==> src/verilog/fwc_codec_regs.vh <==
/*
 byte codes, field positions and reset values for the filter wheel
 command codec. assumes inclusion by its bare name from design files.
*/
// Summary of operation
// - a move byte is wheel*128 + speed*16 + position in one byte.
// - bit 7 of a move byte is 0 for the first or third wheel, 1 for the second.
// - speed runs 0 to 7 and position 0 to 9; positions 10 to 15 are undefined.
// - a prefix byte 252 routes the following move byte (bit 7 clear) to the third wheel.
// - byte 253 starts the controller type and configuration reply.
// - shutter C codes act only when shutter C replaces the third wheel.
// - the conditional open code for shutter C does nothing.
// - a status reply starts by echoing code 204.
// - the second reply byte is the first wheel state with bit 7 clear.
// - the third reply byte is the second wheel state with bit 7 set.
// - the third wheel takes two reply bytes: 252 then its state with bit 7 clear.
// - the next byte is shutter A state, 170 meaning open.
// - shutter A reports 171 when open conditional on first wheel movement.
// - shutter A reports 172 when closed.
// - shutter B follows: 186 open, 187 conditional, 188 closed.
`ifndef FWC_CODEC_REGS_VH
`define FWC_CODEC_REGS_VH

`define FWC_WHEEL_BIT 7
`define FWC_SPEED_HI 6
`define FWC_SPEED_LO 4
`define FWC_POS_HI 3
`define FWC_POS_LO 0
`define FWC_POS_MAX 4'h9
`define FWC_STATE_RESET 8'h00

`define FWC_CODE_STATUS 8'hcc
`define FWC_CODE_RESET 8'hfb
`define FWC_CODE_PREFIX_C 8'hfc
`define FWC_CODE_CONFIG 8'hfd
`define FWC_CODE_SHC_OPEN 8'hea
`define FWC_CODE_SHC_COND 8'heb
`define FWC_CODE_SHC_CLOSE 8'hec

`define FWC_SHA_OPEN 8'haa
`define FWC_SHA_COND 8'hab
`define FWC_SHA_CLOSED 8'hac
`define FWC_SHB_OPEN 8'hba
`define FWC_SHB_COND 8'hbb
`define FWC_SHB_CLOSED 8'hbc

`define FWC_SH_CLOSED 2'h0
`define FWC_SH_OPEN 2'h1
`define FWC_SH_COND 2'h2

`endif

==> src/verilog/fwc_codec.v <==
/*
 filter wheel command decoder and status reply encoder.
 assumes command bytes arrive synchronous to clk with valid/ready and that
 reply bytes are drained through a 16 word fifo by the host link.
*/
`include "fwc_codec_regs.vh"
`default_nettype none

module fwc_codec #(
	parameter FIFO_DEPTH = 16,
	parameter FIFO_AW = 4
) (
	input wire clk,
	input wire reset_n,
	input wire [7:0] cmd_data,
	input wire cmd_valid,
	output wire cmd_ready,
	output wire [7:0] reply_data,
	output wire reply_valid,
	input wire reply_ready,
	input wire shutter_c_enable,
	input wire [1:0] shutter_a_state,
	input wire [1:0] shutter_b_state,
	output reg move_valid,
	output reg [1:0] move_wheel,
	output reg [2:0] move_speed,
	output reg [3:0] move_pos,
	output reg shutter_c_open,
	output reg config_start,
	output reg motion_reset
);
	// =====================================================
	// states
	// nine states, so the code needs four bits
	localparam ST_IDLE = 4'h0;
	localparam ST_PREFIX = 4'h1;
	localparam ST_ECHO = 4'h2;
	localparam ST_WA = 4'h3;
	localparam ST_WB = 4'h4;
	localparam ST_CIND = 4'h5;
	localparam ST_WC = 4'h6;
	localparam ST_SHA = 4'h7;
	localparam ST_SHB = 4'h8;

	reg [3:0] st_reg;
	reg [3:0] st_next;
	reg [7:0] wa_reg;
	reg [7:0] wb_reg;
	reg [7:0] wc_reg;
	reg [7:0] rep_byte;
	reg rep_push;
	wire fifo_in_ready;
	wire take;
	wire is_move;
	wire pos_ok;
	wire [7:0] b;

	// =====================================================
	// byte intake
	// status bytes are pushed one per cycle; intake stalls while replying
	assign b = cmd_data;
	assign cmd_ready = (st_reg == ST_IDLE[3:0]) || (st_reg == ST_PREFIX[3:0]);
	assign take = cmd_valid && cmd_ready;
	// a move byte has position 0..9 and is not a special code
	assign pos_ok = (b[`FWC_POS_HI:`FWC_POS_LO] <= `FWC_POS_MAX);
	assign is_move = pos_ok;

	// =====================================================
	// reply byte selection
	always @* begin
		rep_byte = 8'h00;
		rep_push = 1'b0;
		case (st_reg)
		ST_ECHO: begin
			rep_byte = `FWC_CODE_STATUS;
			rep_push = 1'b1;
		end
		ST_WA: begin
			rep_byte = {1'b0, wa_reg[6:0]};
			rep_push = 1'b1;
		end
		ST_WB: begin
			rep_byte = {1'b1, wb_reg[6:0]};
			rep_push = 1'b1;
		end
		ST_CIND: begin
			rep_byte = `FWC_CODE_PREFIX_C;
			rep_push = 1'b1;
		end
		ST_WC: begin
			rep_byte = {1'b0, wc_reg[6:0]};
			rep_push = 1'b1;
		end
		ST_SHA: begin
			rep_push = 1'b1;
			case (shutter_a_state)
			`FWC_SH_OPEN: rep_byte = `FWC_SHA_OPEN;
			`FWC_SH_COND: rep_byte = `FWC_SHA_COND;
			default: rep_byte = `FWC_SHA_CLOSED;
			endcase
		end
		ST_SHB: begin
			rep_push = 1'b1;
			case (shutter_b_state)
			`FWC_SH_OPEN: rep_byte = `FWC_SHB_OPEN;
			`FWC_SH_COND: rep_byte = `FWC_SHB_COND;
			default: rep_byte = `FWC_SHB_CLOSED;
			endcase
		end
		default: begin
			rep_byte = 8'h00;
			rep_push = 1'b0;
		end
		endcase
	end

	// =====================================================
	// next state
	always @* begin
		st_next = st_reg;
		case (st_reg)
		ST_IDLE: begin
			if (take) begin
				if (b == `FWC_CODE_STATUS)
					st_next = ST_ECHO[3:0];
				else if (b == `FWC_CODE_PREFIX_C)
					st_next = ST_PREFIX[3:0];
			end
		end
		ST_PREFIX: begin
			// anything but a good move byte drops the prefix
			if (take)
				st_next = ST_IDLE[3:0];
		end
		ST_ECHO, ST_WA, ST_CIND, ST_SHA: begin
			if (fifo_in_ready)
				st_next = st_reg + 4'h1;
		end
		ST_WB: begin
			// shutter c replaces the third wheel, so its bytes are skipped
			if (fifo_in_ready)
				st_next = shutter_c_enable ? ST_SHA[3:0] : ST_CIND[3:0];
		end
		ST_WC: begin
			if (fifo_in_ready)
				st_next = ST_SHA[3:0];
		end
		ST_SHB: begin
			if (fifo_in_ready)
				st_next = ST_IDLE[3:0];
		end
		default: st_next = ST_IDLE[3:0];
		endcase
	end

	// =====================================================
	// state and command outputs
	always @(posedge clk or negedge reset_n) begin
		if (!reset_n) begin
			st_reg <= 4'h0;
			wa_reg <= `FWC_STATE_RESET;
			wb_reg <= `FWC_STATE_RESET;
			wc_reg <= `FWC_STATE_RESET;
			move_valid <= 1'b0;
			move_wheel <= 2'h0;
			move_speed <= 3'h0;
			move_pos <= 4'h0;
			shutter_c_open <= 1'b0;
			config_start <= 1'b0;
			motion_reset <= 1'b0;
		end else begin
			st_reg <= st_next;
			move_valid <= 1'b0;
			config_start <= 1'b0;
			motion_reset <= 1'b0;
			if (take && b == `FWC_CODE_RESET) begin
				st_reg <= 4'h0;
				motion_reset <= 1'b1;
			end else if (take && st_reg == ST_IDLE[3:0] &&
				b == `FWC_CODE_CONFIG) begin
				config_start <= 1'b1;
			end else if (take && st_reg == ST_IDLE[3:0] &&
				b == `FWC_CODE_SHC_OPEN) begin
				if (shutter_c_enable)
					shutter_c_open <= 1'b1;
			end else if (take && st_reg == ST_IDLE[3:0] &&
				b == `FWC_CODE_SHC_CLOSE) begin
				if (shutter_c_enable)
					shutter_c_open <= 1'b0;
			end else if (take && b == `FWC_CODE_SHC_COND) begin
				// defined but inert
				shutter_c_open <= shutter_c_open;
			end else if (take && st_reg == ST_PREFIX[3:0]) begin
				if (is_move && !b[`FWC_WHEEL_BIT]) begin
					wc_reg <= b;
					move_valid <= 1'b1;
					move_wheel <= 2'h2;
					move_speed <= b[`FWC_SPEED_HI:`FWC_SPEED_LO];
					move_pos <= b[`FWC_POS_HI:`FWC_POS_LO];
				end
			end else if (take && st_reg == ST_IDLE[3:0] && is_move &&
				b != `FWC_CODE_STATUS) begin
				move_valid <= 1'b1;
				move_speed <= b[`FWC_SPEED_HI:`FWC_SPEED_LO];
				move_pos <= b[`FWC_POS_HI:`FWC_POS_LO];
				if (b[`FWC_WHEEL_BIT]) begin
					wb_reg <= b;
					move_wheel <= 2'h1;
				end else begin
					wa_reg <= b;
					move_wheel <= 2'h0;
				end
			end
		end
	end

	// =====================================================
	// reply fifo
	fwc_fifo #(
		.WIDTH(8),
		.DEPTH(FIFO_DEPTH),
		.AW(FIFO_AW)
	) u_fifo (
		.clk(clk),
		.reset_n(reset_n),
		.in_data(rep_byte),
		.in_valid(rep_push),
		.in_ready(fifo_in_ready),
		.out_data(reply_data),
		.out_valid(reply_valid),
		.out_ready(reply_ready)
	);
endmodule // fwc_codec

`default_nettype wire

==> src/verilog/fwc_fifo.v <==
/*
 synchronous fifo with valid/ready on both sides.
 assumes one clock and an asynchronous active low reset.
*/
`default_nettype none

module fwc_fifo #(
	parameter WIDTH = 8,
	parameter DEPTH = 16,
	parameter AW = 4
) (
	input wire clk,
	input wire reset_n,
	input wire [WIDTH-1:0] in_data,
	input wire in_valid,
	output wire in_ready,
	output wire [WIDTH-1:0] out_data,
	output wire out_valid,
	input wire out_ready
);
	reg [WIDTH-1:0] mem [0:DEPTH-1];
	reg [AW-1:0] wr_reg;
	reg [AW-1:0] rd_reg;
	reg [AW:0] cnt_reg;
	wire do_wr;
	wire do_rd;

	assign in_ready = (cnt_reg != DEPTH[AW:0]);
	assign out_valid = (cnt_reg != {(AW+1){1'b0}});
	assign out_data = mem[rd_reg];
	assign do_wr = in_valid && in_ready;
	assign do_rd = out_valid && out_ready;

	always @(posedge clk) begin
		if (do_wr)
			mem[wr_reg] <= in_data;
	end

	always @(posedge clk or negedge reset_n) begin
		if (!reset_n) begin
			wr_reg <= {AW{1'b0}};
			rd_reg <= {AW{1'b0}};
			cnt_reg <= {(AW+1){1'b0}};
		end else begin
			if (do_wr)
				wr_reg <= (wr_reg == DEPTH[AW-1:0] - 1'b1) ? {AW{1'b0}} :
					wr_reg + 1'b1;
			if (do_rd)
				rd_reg <= (rd_reg == DEPTH[AW-1:0] - 1'b1) ? {AW{1'b0}} :
					rd_reg + 1'b1;
			if (do_wr && !do_rd)
				cnt_reg <= cnt_reg + 1'b1;
			else if (do_rd && !do_wr)
				cnt_reg <= cnt_reg - 1'b1;
		end
	end
endmodule // fwc_fifo

`default_nettype wire

==> config.mk <==
export PLATFORM = sky130hd
export DESIGN_NAME = fwc_codec
export DESIGN_NICKNAME = d
export VERILOG_FILES = /design/src/verilog/fwc_codec.v /design/src/verilog/fwc_fifo.v
export VERILOG_INCLUDE_DIRS = /design/src /design/src/verilog
export SDC_FILE = /design/constraint.sdc
export NUM_CORES = 1
export LEC_CHECK = 0
export BUFFER_PORTS_ARGS = -buffer_cell sky130_fd_sc_hd__buf_2
export CORE_MARGIN = 2
export CORE_UTILIZATION = 60
export DETAILED_ROUTE_END_ITERATION = 8
export HOLD_SLACK_MARGIN = 0.06
export PLACE_DENSITY_LB_ADDON = 0.3
export SETUP_SLACK_MARGIN = 0.1
export SYNTH_ARGS = -nofsm -noshare
export SYNTH_HDL_FRONTEND = slang
export SYNTH_SLANG_ARGS = --single-unit
==> constraint.sdc <==
create_clock -name clk -period 3.6 [get_ports clk]
set_input_delay 0.36 -clock clk [delete_from_list [all_inputs] [get_ports clk]]
set_output_delay 0.36 -clock clk [all_outputs]
set_load 0.005 [all_outputs]
## After elaboration in Yosys (flattened, before gate mapping)

Memories as Yosys holds them, arrays and structs flattened.
Index checks and enable logic that the tools add are counted.

- Add/sub/neg operators: 5
- Magnitude comparators: 1
- Equal/unequal tests: 33
- Multiplexer cells: 46
- Bitwise gates (word level): 7
- Reduce and logical (&&, ||, !) cells: 32

Operators with widths:

| kind | number |
|---|---|
| == test 8 bit, second input constant | 7 |
| two-way mux 4 bit | 14 |
| case mux 8 bit (7 select lines) | 1 |
| case mux 4 bit (6 select lines) | 1 |
| AND reduction 7 bit | 3 |
| two-way mux 1 bit | 19 |
| != test 3 x 2 -> 1 bit, second input constant | 6 |
| == test 4 x 3 -> 1 bit, second input constant | 4 |
| AND reduction 8 bit | 2 |
| logical AND 1 bit | 15 |
| adder 4 x 1 -> 4 bit, second input constant | 3 |
| == test 4 bit, second input constant | 3 |
| case mux 3 bit (2 select lines) | 2 |
| two-way mux 5 bit | 2 |
| two-way mux 3 bit | 3 |
| == test 4 x 2 -> 1 bit, second input constant | 2 |
| two-way mux 2 bit | 4 |
| != test 8 bit, second input constant | 1 |
| NOT 1 bit | 7 |
| OR reduction 7 bit | 1 |
| nonzero test 2 bit | 3 |
| adder 5 x 1 -> 5 bit, second input constant | 1 |
| != test 5 bit, second input constant | 1 |
| AND reduction 5 bit | 1 |
| 13 further kinds | 18 |

- Bits in registers: 51
- Bits in writable memories: 128
- Output and inout bits: 23
- Word-level logic and storage cells: 139
- Memories: 1

Memory list:

| name | words | width | read ports | clocked after Yosys merged registers in | wr ports | line | source |
|---|---|---|---|---|---|---|---|
| u_fifo.mem | 16 | 8 | 1 | 0 | 1 | fwc_fifo.v:21 | `reg [WIDTH-1:0] mem [0:DEPTH-1];` |

## Logic depth before layout (Yosys ltp)

- Depth after elaboration: 13
- Gate-level depth with buffers: 15

## Cells and area by module

From an unflattened synthesis, not the netlist that was laid out.

- Cells, all modules: 525
- Area, all modules: 7978.9 um2

Modules (own cells, without submodules):

| module | times used | cells each | area each (um2) |
|---|---|---|---|
| fwc_fifo | 1 | 327 | 5853.1 |
| fwc_codec | 1 | 198 | 2125.8 |

## Least setup slack after synthesis

OpenSTA, ideal clock, no wires.

- Path kind: register -> register
- From: register st_reg[1]
- To: register u_fifo.cnt_reg[4]
- Setup time: 0.079 ns
- Arrival time: 2.831 ns
- Setup slack: 0.690 ns
- Cell stages (with the launch flop): 16
- Period minus slack after synthesis: 2.910 ns
- Path through: dfrtp_1 -> inv_1 -> ha_1 -> clkbuf_1 -> o22ai_1 -> a22oi_2 -> nand2_1 -> inv_2 -> ha_1 -> inv_1 -> ha_1 -> nor2b_1 -> o21a_1 -> or3_1 -> a21oi_1 -> xor2_1

- Longest elaborated chain between the ends: 7

Ends and longest elaborated chain:

| item | line | source |
|---|---|---|
| start: declaration | fwc_codec.v:45 | `reg [3:0] st_reg;` |
| start signal: assignment | fwc_codec.v:172 | `st_reg <= st_next;` |
| == test 4 bit (tied with other cells) | fwc_codec.v:73 | `case (st_reg)` |
| OR reduction 7 bit (no source line) (*) | -- |  |
| two-way mux 1 bit (*) | fwc_codec.v:73 |  |
| logical AND 1 bit (*) | fwc_fifo.v:31 | `assign do_wr = in_valid && in_ready;` |
| via u_fifo.do_wr | fwc_fifo.v:25 | `wire do_wr;` |
| zero test 1 bit | fwc_fifo.v:53 | `else if (do_rd && !do_wr)` |
| logical AND 1 bit | fwc_fifo.v:53 |  |
| nonzero test 2 bit (no source line) | -- |  |
| end signal: assignment | fwc_fifo.v:43 | `cnt_reg <= {(AW+1){1'b0}};` |
| end signal: assignment | fwc_fifo.v:52 | `cnt_reg <= cnt_reg + 1'b1;` |
| end signal: assignment | fwc_fifo.v:54 | `cnt_reg <= cnt_reg - 1'b1;` |
| end: declaration | fwc_fifo.v:24 | `reg [AW:0] cnt_reg;` |

Mark *: on every way through the listed nets, which the timed path passes. The rest lies on a longest branch.
A chain may end at the register's enable or synchronous reset.

## Final worst setup path

Same ends and word-level chain as after synthesis.

==> flow_metrics.env <==
export IMPL_ys_seq_elements=179
export IMPL_detailed_place_hpwl_mm=10.7
export IMPL_switching_share=0.292
export IMPL_antenna_found_initial=0
export IMPL_cap_violations=0
export IMPL_setup_total_negative_slack_ns=0
export IMPL_synth_sequential_area_ratio=0.652
export IMPL_drt_first_iter_violations=490
export IMPL_path_class="register to register"
export IMPL_adder_cell_share_of_the_synthesized_area=0.0280
export IMPL_cts_made_buffers=17
export IMPL_numClockSinks=179
export IMPL_post_synth_instance_area_sq_um=7860
export IMPL_synthesis_area_per_instance_sq_um=15.7
export IMPL_rsz_0062_raised_after_global_routing="no"
export IMPL_rows=41
export IMPL_numPortBuffers=39
export IMPL_grt_util_overall=0.248
export IMPL_final_non_filler_cells=729
export IMPL_post_synth_mux_area_share=0.141
export IMPL_critical_path_reg2reg_endpoint="u_fifo.cnt_reg[4]"
export IMPL_min_path_type="input port to register"
export IMPL_final_nets=578
export IMPL_design_area_sq_um=8870
export IMPL_critPathMaxFanout=8
export IMPL_route_final_wire_length_mm=16.1
export IMPL_power_internal_uw=4390
export IMPL_critical_path_capture_point_type="register"
export IMPL_drt_first_pass_iters=5
export IMPL_routedWlPerCell_microns=22.1
export IMPL_maxSlewHeadroom=0.0810
export IMPL_die_y_microns=118
export IMPL_crit_arrival_ns=3.58
export IMPL_globalRouteOverflowTotal=0
export IMPL_synth_compound_gate_area_share=0.0679
export IMPL_die_area_sq_um=14000
export IMPL_setup_worst_path_end="u_fifo.cnt_reg[4]"
export IMPL_post_synth_inst_count=500
export IMPL_ff2ff_setup_slack_ns=0.37
export IMPL_num_vias=4543
export IMPL_power_static_leakage_uw=0.00323
export IMPL_cts_htree_levels=4
export IMPL_numPlacedInstances=696
export IMPL_grt_start_max_net_pins=43
export IMPL_drc_errors=0
export IMPL_multiInputGateArea_sq_um=2540
export IMPL_cts_path_max_buffers=2
export IMPL_detailed_place_area_sq_um=8240
export IMPL_run_status="complete, no violations"
export IMPL_grt_pass1_vias=4660
export IMPL_rr_startpoint="st_reg[1]"
export IMPL_synth_enable_flop_cells=128
export IMPL_period_share=0.898
export IMPL_yosys_most_used_dff="sky130_fd_sc_hd__edfxtp_1"
export IMPL_power_frac_clock=0.307
export IMPL_place_congestion=0.878
export IMPL_layout_area_overhead_vs_synth_pct=12.9
export IMPL_regMostFlops="u_fifo.mem"
export IMPL_syn_warnings=0
export IMPL_top_level_ports=40
export IMPL_drt_vias_per_instance=6.23
export IMPL_placeableCoreArea_sq_um=12700
export IMPL_timing_final_crit_period_ns=3.23
export IMPL_power_density_cell_area_nw_per_um2=699
export IMPL_peakVddDrop_mv=0.429
export IMPL_slew_violations=0
export IMPL_yosysUniqueCellTypes=60
export IMPL_post_synth_and_or_nand_nor_area_fraction=0.0768
export IMPL_max_slew_worst_pin_slew_ns=1.38
export IMPL_synth_top_family_by_area="multiplexers"
export IMPL_largest_register_ff_count=128
export IMPL_finalSetupViolCount=0
export IMPL_share_seq_of_total_power=0.444
export IMPL_synthesis_nets=534
export IMPL_clk_pin_slew_worst_paths_ns=0.06
export IMPL_final_hold_viol_count=0
export IMPL_async_flop_share=0.285
export IMPL_power_switching_uw=1810
export IMPL_grt_pass1_wl_mm=25.7
export IMPL_antenna_violating_nets_post_route=0
export IMPL_max_freq_mhz=309
export IMPL_crit_path_start_kind="register"
export IMPL_diode_count=0
export IMPL_ctsRootBufferMaster="sky130_fd_sc_hd__clkbuf_16"
export IMPL_initial_core_util=0.617
export IMPL_holdPathStages=2
export IMPL_timing_reg2reg_worst_path_depth=14
export IMPL_combPwrFrac=0.249
export IMPL_xor_xnor_share_of_the_synthesized_area=0.00781
export IMPL_worstPathRequired_ns=3.95
export IMPL_critPathLaunch="st_reg[1]"
export IMPL_regArea_sq_um=5120
export IMPL_insertion_delay_ns=0.43
export IMPL_die_width_microns=118
export IMPL_final_layout_size_suffix_gt1_frac=0.233
export IMPL_n_fill_cell=871
export IMPL_tritoncts="built"
export IMPL_finClkSkew_ns=0.00933
[metal layers]
| layer | routed length (microns) | up-vias | share of wire | GRT usage |
|---|---|---|---|---|
| met1 | 6420 | 2285 | 0.40 | 0.323 |
| met5 | 0 | - | 0 | 0 |
| met2 | 8260 | 205 | 0.51 | 0.414 |
| li1 | - | 2023 | - | - |
| met4 | 379 | 0 | 0.023 | 0.0975 |
| met3 | 1080 | 30 | 0.067 | 0.0483 |
[synth_stat cells (2+ instances only)]
cell type / n / share of area
sky130_fd_sc_hd__mux2_1: 26 / 0.037
sky130_fd_sc_hd__a222oi_1: 3 / 0.0038
sky130_fd_sc_hd__nor2b_1: 12 / 0.0096
sky130_fd_sc_hd__o21ai_0: 18 / 0.011
sky130_fd_sc_hd__and3_1: 3 / 0.0024
sky130_fd_sc_hd__dfrtp_1: 51 / 0.16
sky130_fd_sc_hd__nor2_1: 9 / 0.0043
sky130_fd_sc_hd__inv_2: 2 / 0.00096
sky130_fd_sc_hd__a21oi_1: 18 / 0.011
sky130_fd_sc_hd__nand3_1: 8 / 0.0051
sky130_fd_sc_hd__edfxtp_1: 128 / 0.49
sky130_fd_sc_hd__mux2i_1: 8 / 0.010
sky130_fd_sc_hd__a221oi_1: 3 / 0.0033
sky130_fd_sc_hd__inv_1: 16 / 0.0076
sky130_fd_sc_hd__or3_1: 3 / 0.0024
sky130_fd_sc_hd__xnor2_1: 5 / 0.0056
sky130_fd_sc_hd__buf_6: 2 / 0.0029
sky130_fd_sc_hd__o22ai_1: 3 / 0.0024
sky130_fd_sc_hd__o32ai_1: 2 / 0.0022
sky130_fd_sc_hd__nand2b_1: 5 / 0.0040
sky130_fd_sc_hd__clkbuf_1: 14 / 0.0067
sky130_fd_sc_hd__ha_1: 16 / 0.025
sky130_fd_sc_hd__a22oi_1: 2 / 0.0019
sky130_fd_sc_hd__buf_4: 3 / 0.0029
sky130_fd_sc_hd__a21o_1: 2 / 0.0019
sky130_fd_sc_hd__nand4_1: 4 / 0.0032
sky130_fd_sc_hd__buf_2: 8 / 0.0051
sky130_fd_sc_hd__o21ai_1: 4 / 0.0025
sky130_fd_sc_hd__nand2_1: 23 / 0.011
sky130_fd_sc_hd__buf_1: 2 / 0.00096
sky130_fd_sc_hd__o31ai_1: 2 / 0.0019
sky130_fd_sc_hd__mux4_2: 32 / 0.092
sky130_fd_sc_hd__a211oi_1: 11 / 0.011
sky130_fd_sc_hd__nor3_1: 5 / 0.0032
sky130_fd_sc_hd__and2_1: 18 / 0.014
sky130_fd_sc_hd__a311oi_1: 3 / 0.0033
sky130_fd_sc_hd__xor2_1: 2 / 0.0022
sky130_fd_sc_hd__a2bb2oi_1: 2 / 0.0022
[cells by family (layout without fill, tap and decap cells)]
family	count (synthesis)	in the layout
and+or+nand+nor	103	103
adders and majority gates	17	17
xor gates and xnor gates	7	7
DFF	179	179
AOI/OAI and AO/OA	80	80
muxes	67	67
buffers and inverters	47	104
[final cells by class]
type | instances | area share
Clock buffer | 18 | 0.0484
Tap cell | 172 | 0.0243
Multi-Input combinational cell | 274 | 0.287
Sequential cell | 179 | 0.577
Timing Repair Buffer | 54 | 0.0350
Clock inverter | 14 | 0.0209
Inverter | 18 | 0.00762
[power by group through the flow]
stage	Combinational, uW	Sequential [uW]	Clock (uW)
finish	1540	2750	1910
global placement	1470	2780	0
CTS	1550	2750	1930
floorplan	1230	2580	0
global route	1680	2790	2020
detailed placement	1520	2790	0
[metrics by stage]
stage	util	worst slack, ns	hold slack (ns)	total power, uW
floorplan	-	0.690	0.0644	3810
global placement	0.648	0.539	0.222	4250
detailed placement	0.648	0.384	0.231	4320
CTS	0.697	0.328	0.234	6230
global route	0.697	0.119	0.230	6490
finish	0.697	0.367	0.235	6200
[repair_timing]
action,4_1_cts,5_1_grt
setup buffers,0,0
endpoints found under the hold margin,9,0
hold buffers,1,0
endpoints found under the setup margin,0,1
gates resized for setup,0,1
[layout by cell type, fill, tap and decap left out, types with 5 or more instances in the layout]
| master | n |
|---|---|
| sky130_fd_sc_hd__xnor2_1 | 5 |
| sky130_fd_sc_hd__a21oi_1 | 18 |
| sky130_fd_sc_hd__edfxtp_1 | 128 |
| sky130_fd_sc_hd__and2_1 | 18 |
| sky130_fd_sc_hd__clkbuf_16 | 17 |
| sky130_fd_sc_hd__a211oi_1 | 10 |
| sky130_fd_sc_hd__nor2_1 | 9 |
| sky130_fd_sc_hd__nand2b_1 | 5 |
| sky130_fd_sc_hd__buf_4 | 14 |
| sky130_fd_sc_hd__ha_1 | 15 |
| sky130_fd_sc_hd__mux4_2 | 32 |
| sky130_fd_sc_hd__inv_1 | 16 |
| sky130_fd_sc_hd__nand2_1 | 23 |
| sky130_fd_sc_hd__dfrtp_1 | 50 |
| sky130_fd_sc_hd__mux2i_1 | 8 |
| sky130_fd_sc_hd__buf_2 | 39 |
| sky130_fd_sc_hd__mux2_1 | 26 |
| sky130_fd_sc_hd__nor2b_1 | 12 |
| sky130_fd_sc_hd__o21ai_0 | 18 |
| sky130_fd_sc_hd__nor3_1 | 5 |
| sky130_fd_sc_hd__nand3_1 | 8 |
[critical path: stages, from the launching register on]
cell                      delay (ns)
sky130_fd_sc_hd__dfrtp_1        0.42
sky130_fd_sc_hd__inv_1          0.12
sky130_fd_sc_hd__ha_1           0.36
sky130_fd_sc_hd__o22ai_1        0.13
sky130_fd_sc_hd__a22oi_2        0.21
sky130_fd_sc_hd__nand2_1        0.14
sky130_fd_sc_hd__inv_2          0.13
sky130_fd_sc_hd__ha_1           0.25
sky130_fd_sc_hd__inv_1          0.12
sky130_fd_sc_hd__ha_1           0.33
sky130_fd_sc_hd__nor2b_1        0.14
sky130_fd_sc_hd__o21a_1         0.17
sky130_fd_sc_hd__or3_1          0.30
sky130_fd_sc_hd__a21oi_1        0.18
sky130_fd_sc_hd__xor2_1         0.15
[how the worst min path moves through the flow]
stage                     to  slack [ns]        start
2_1_floorplan   config_start        0.06      reset_n
3_3_place_gp   move_speed[0]        0.22      reset_n
3_5_place_dp   move_speed[0]        0.23      reset_n
4_1_cts            wa_reg[0]        0.23  cmd_data[0]
5_1_grt            wc_reg[0]        0.23  cmd_data[0]
6_report           wc_reg[0]        0.23  cmd_data[0]
Power figures use the tool's default switching activity.
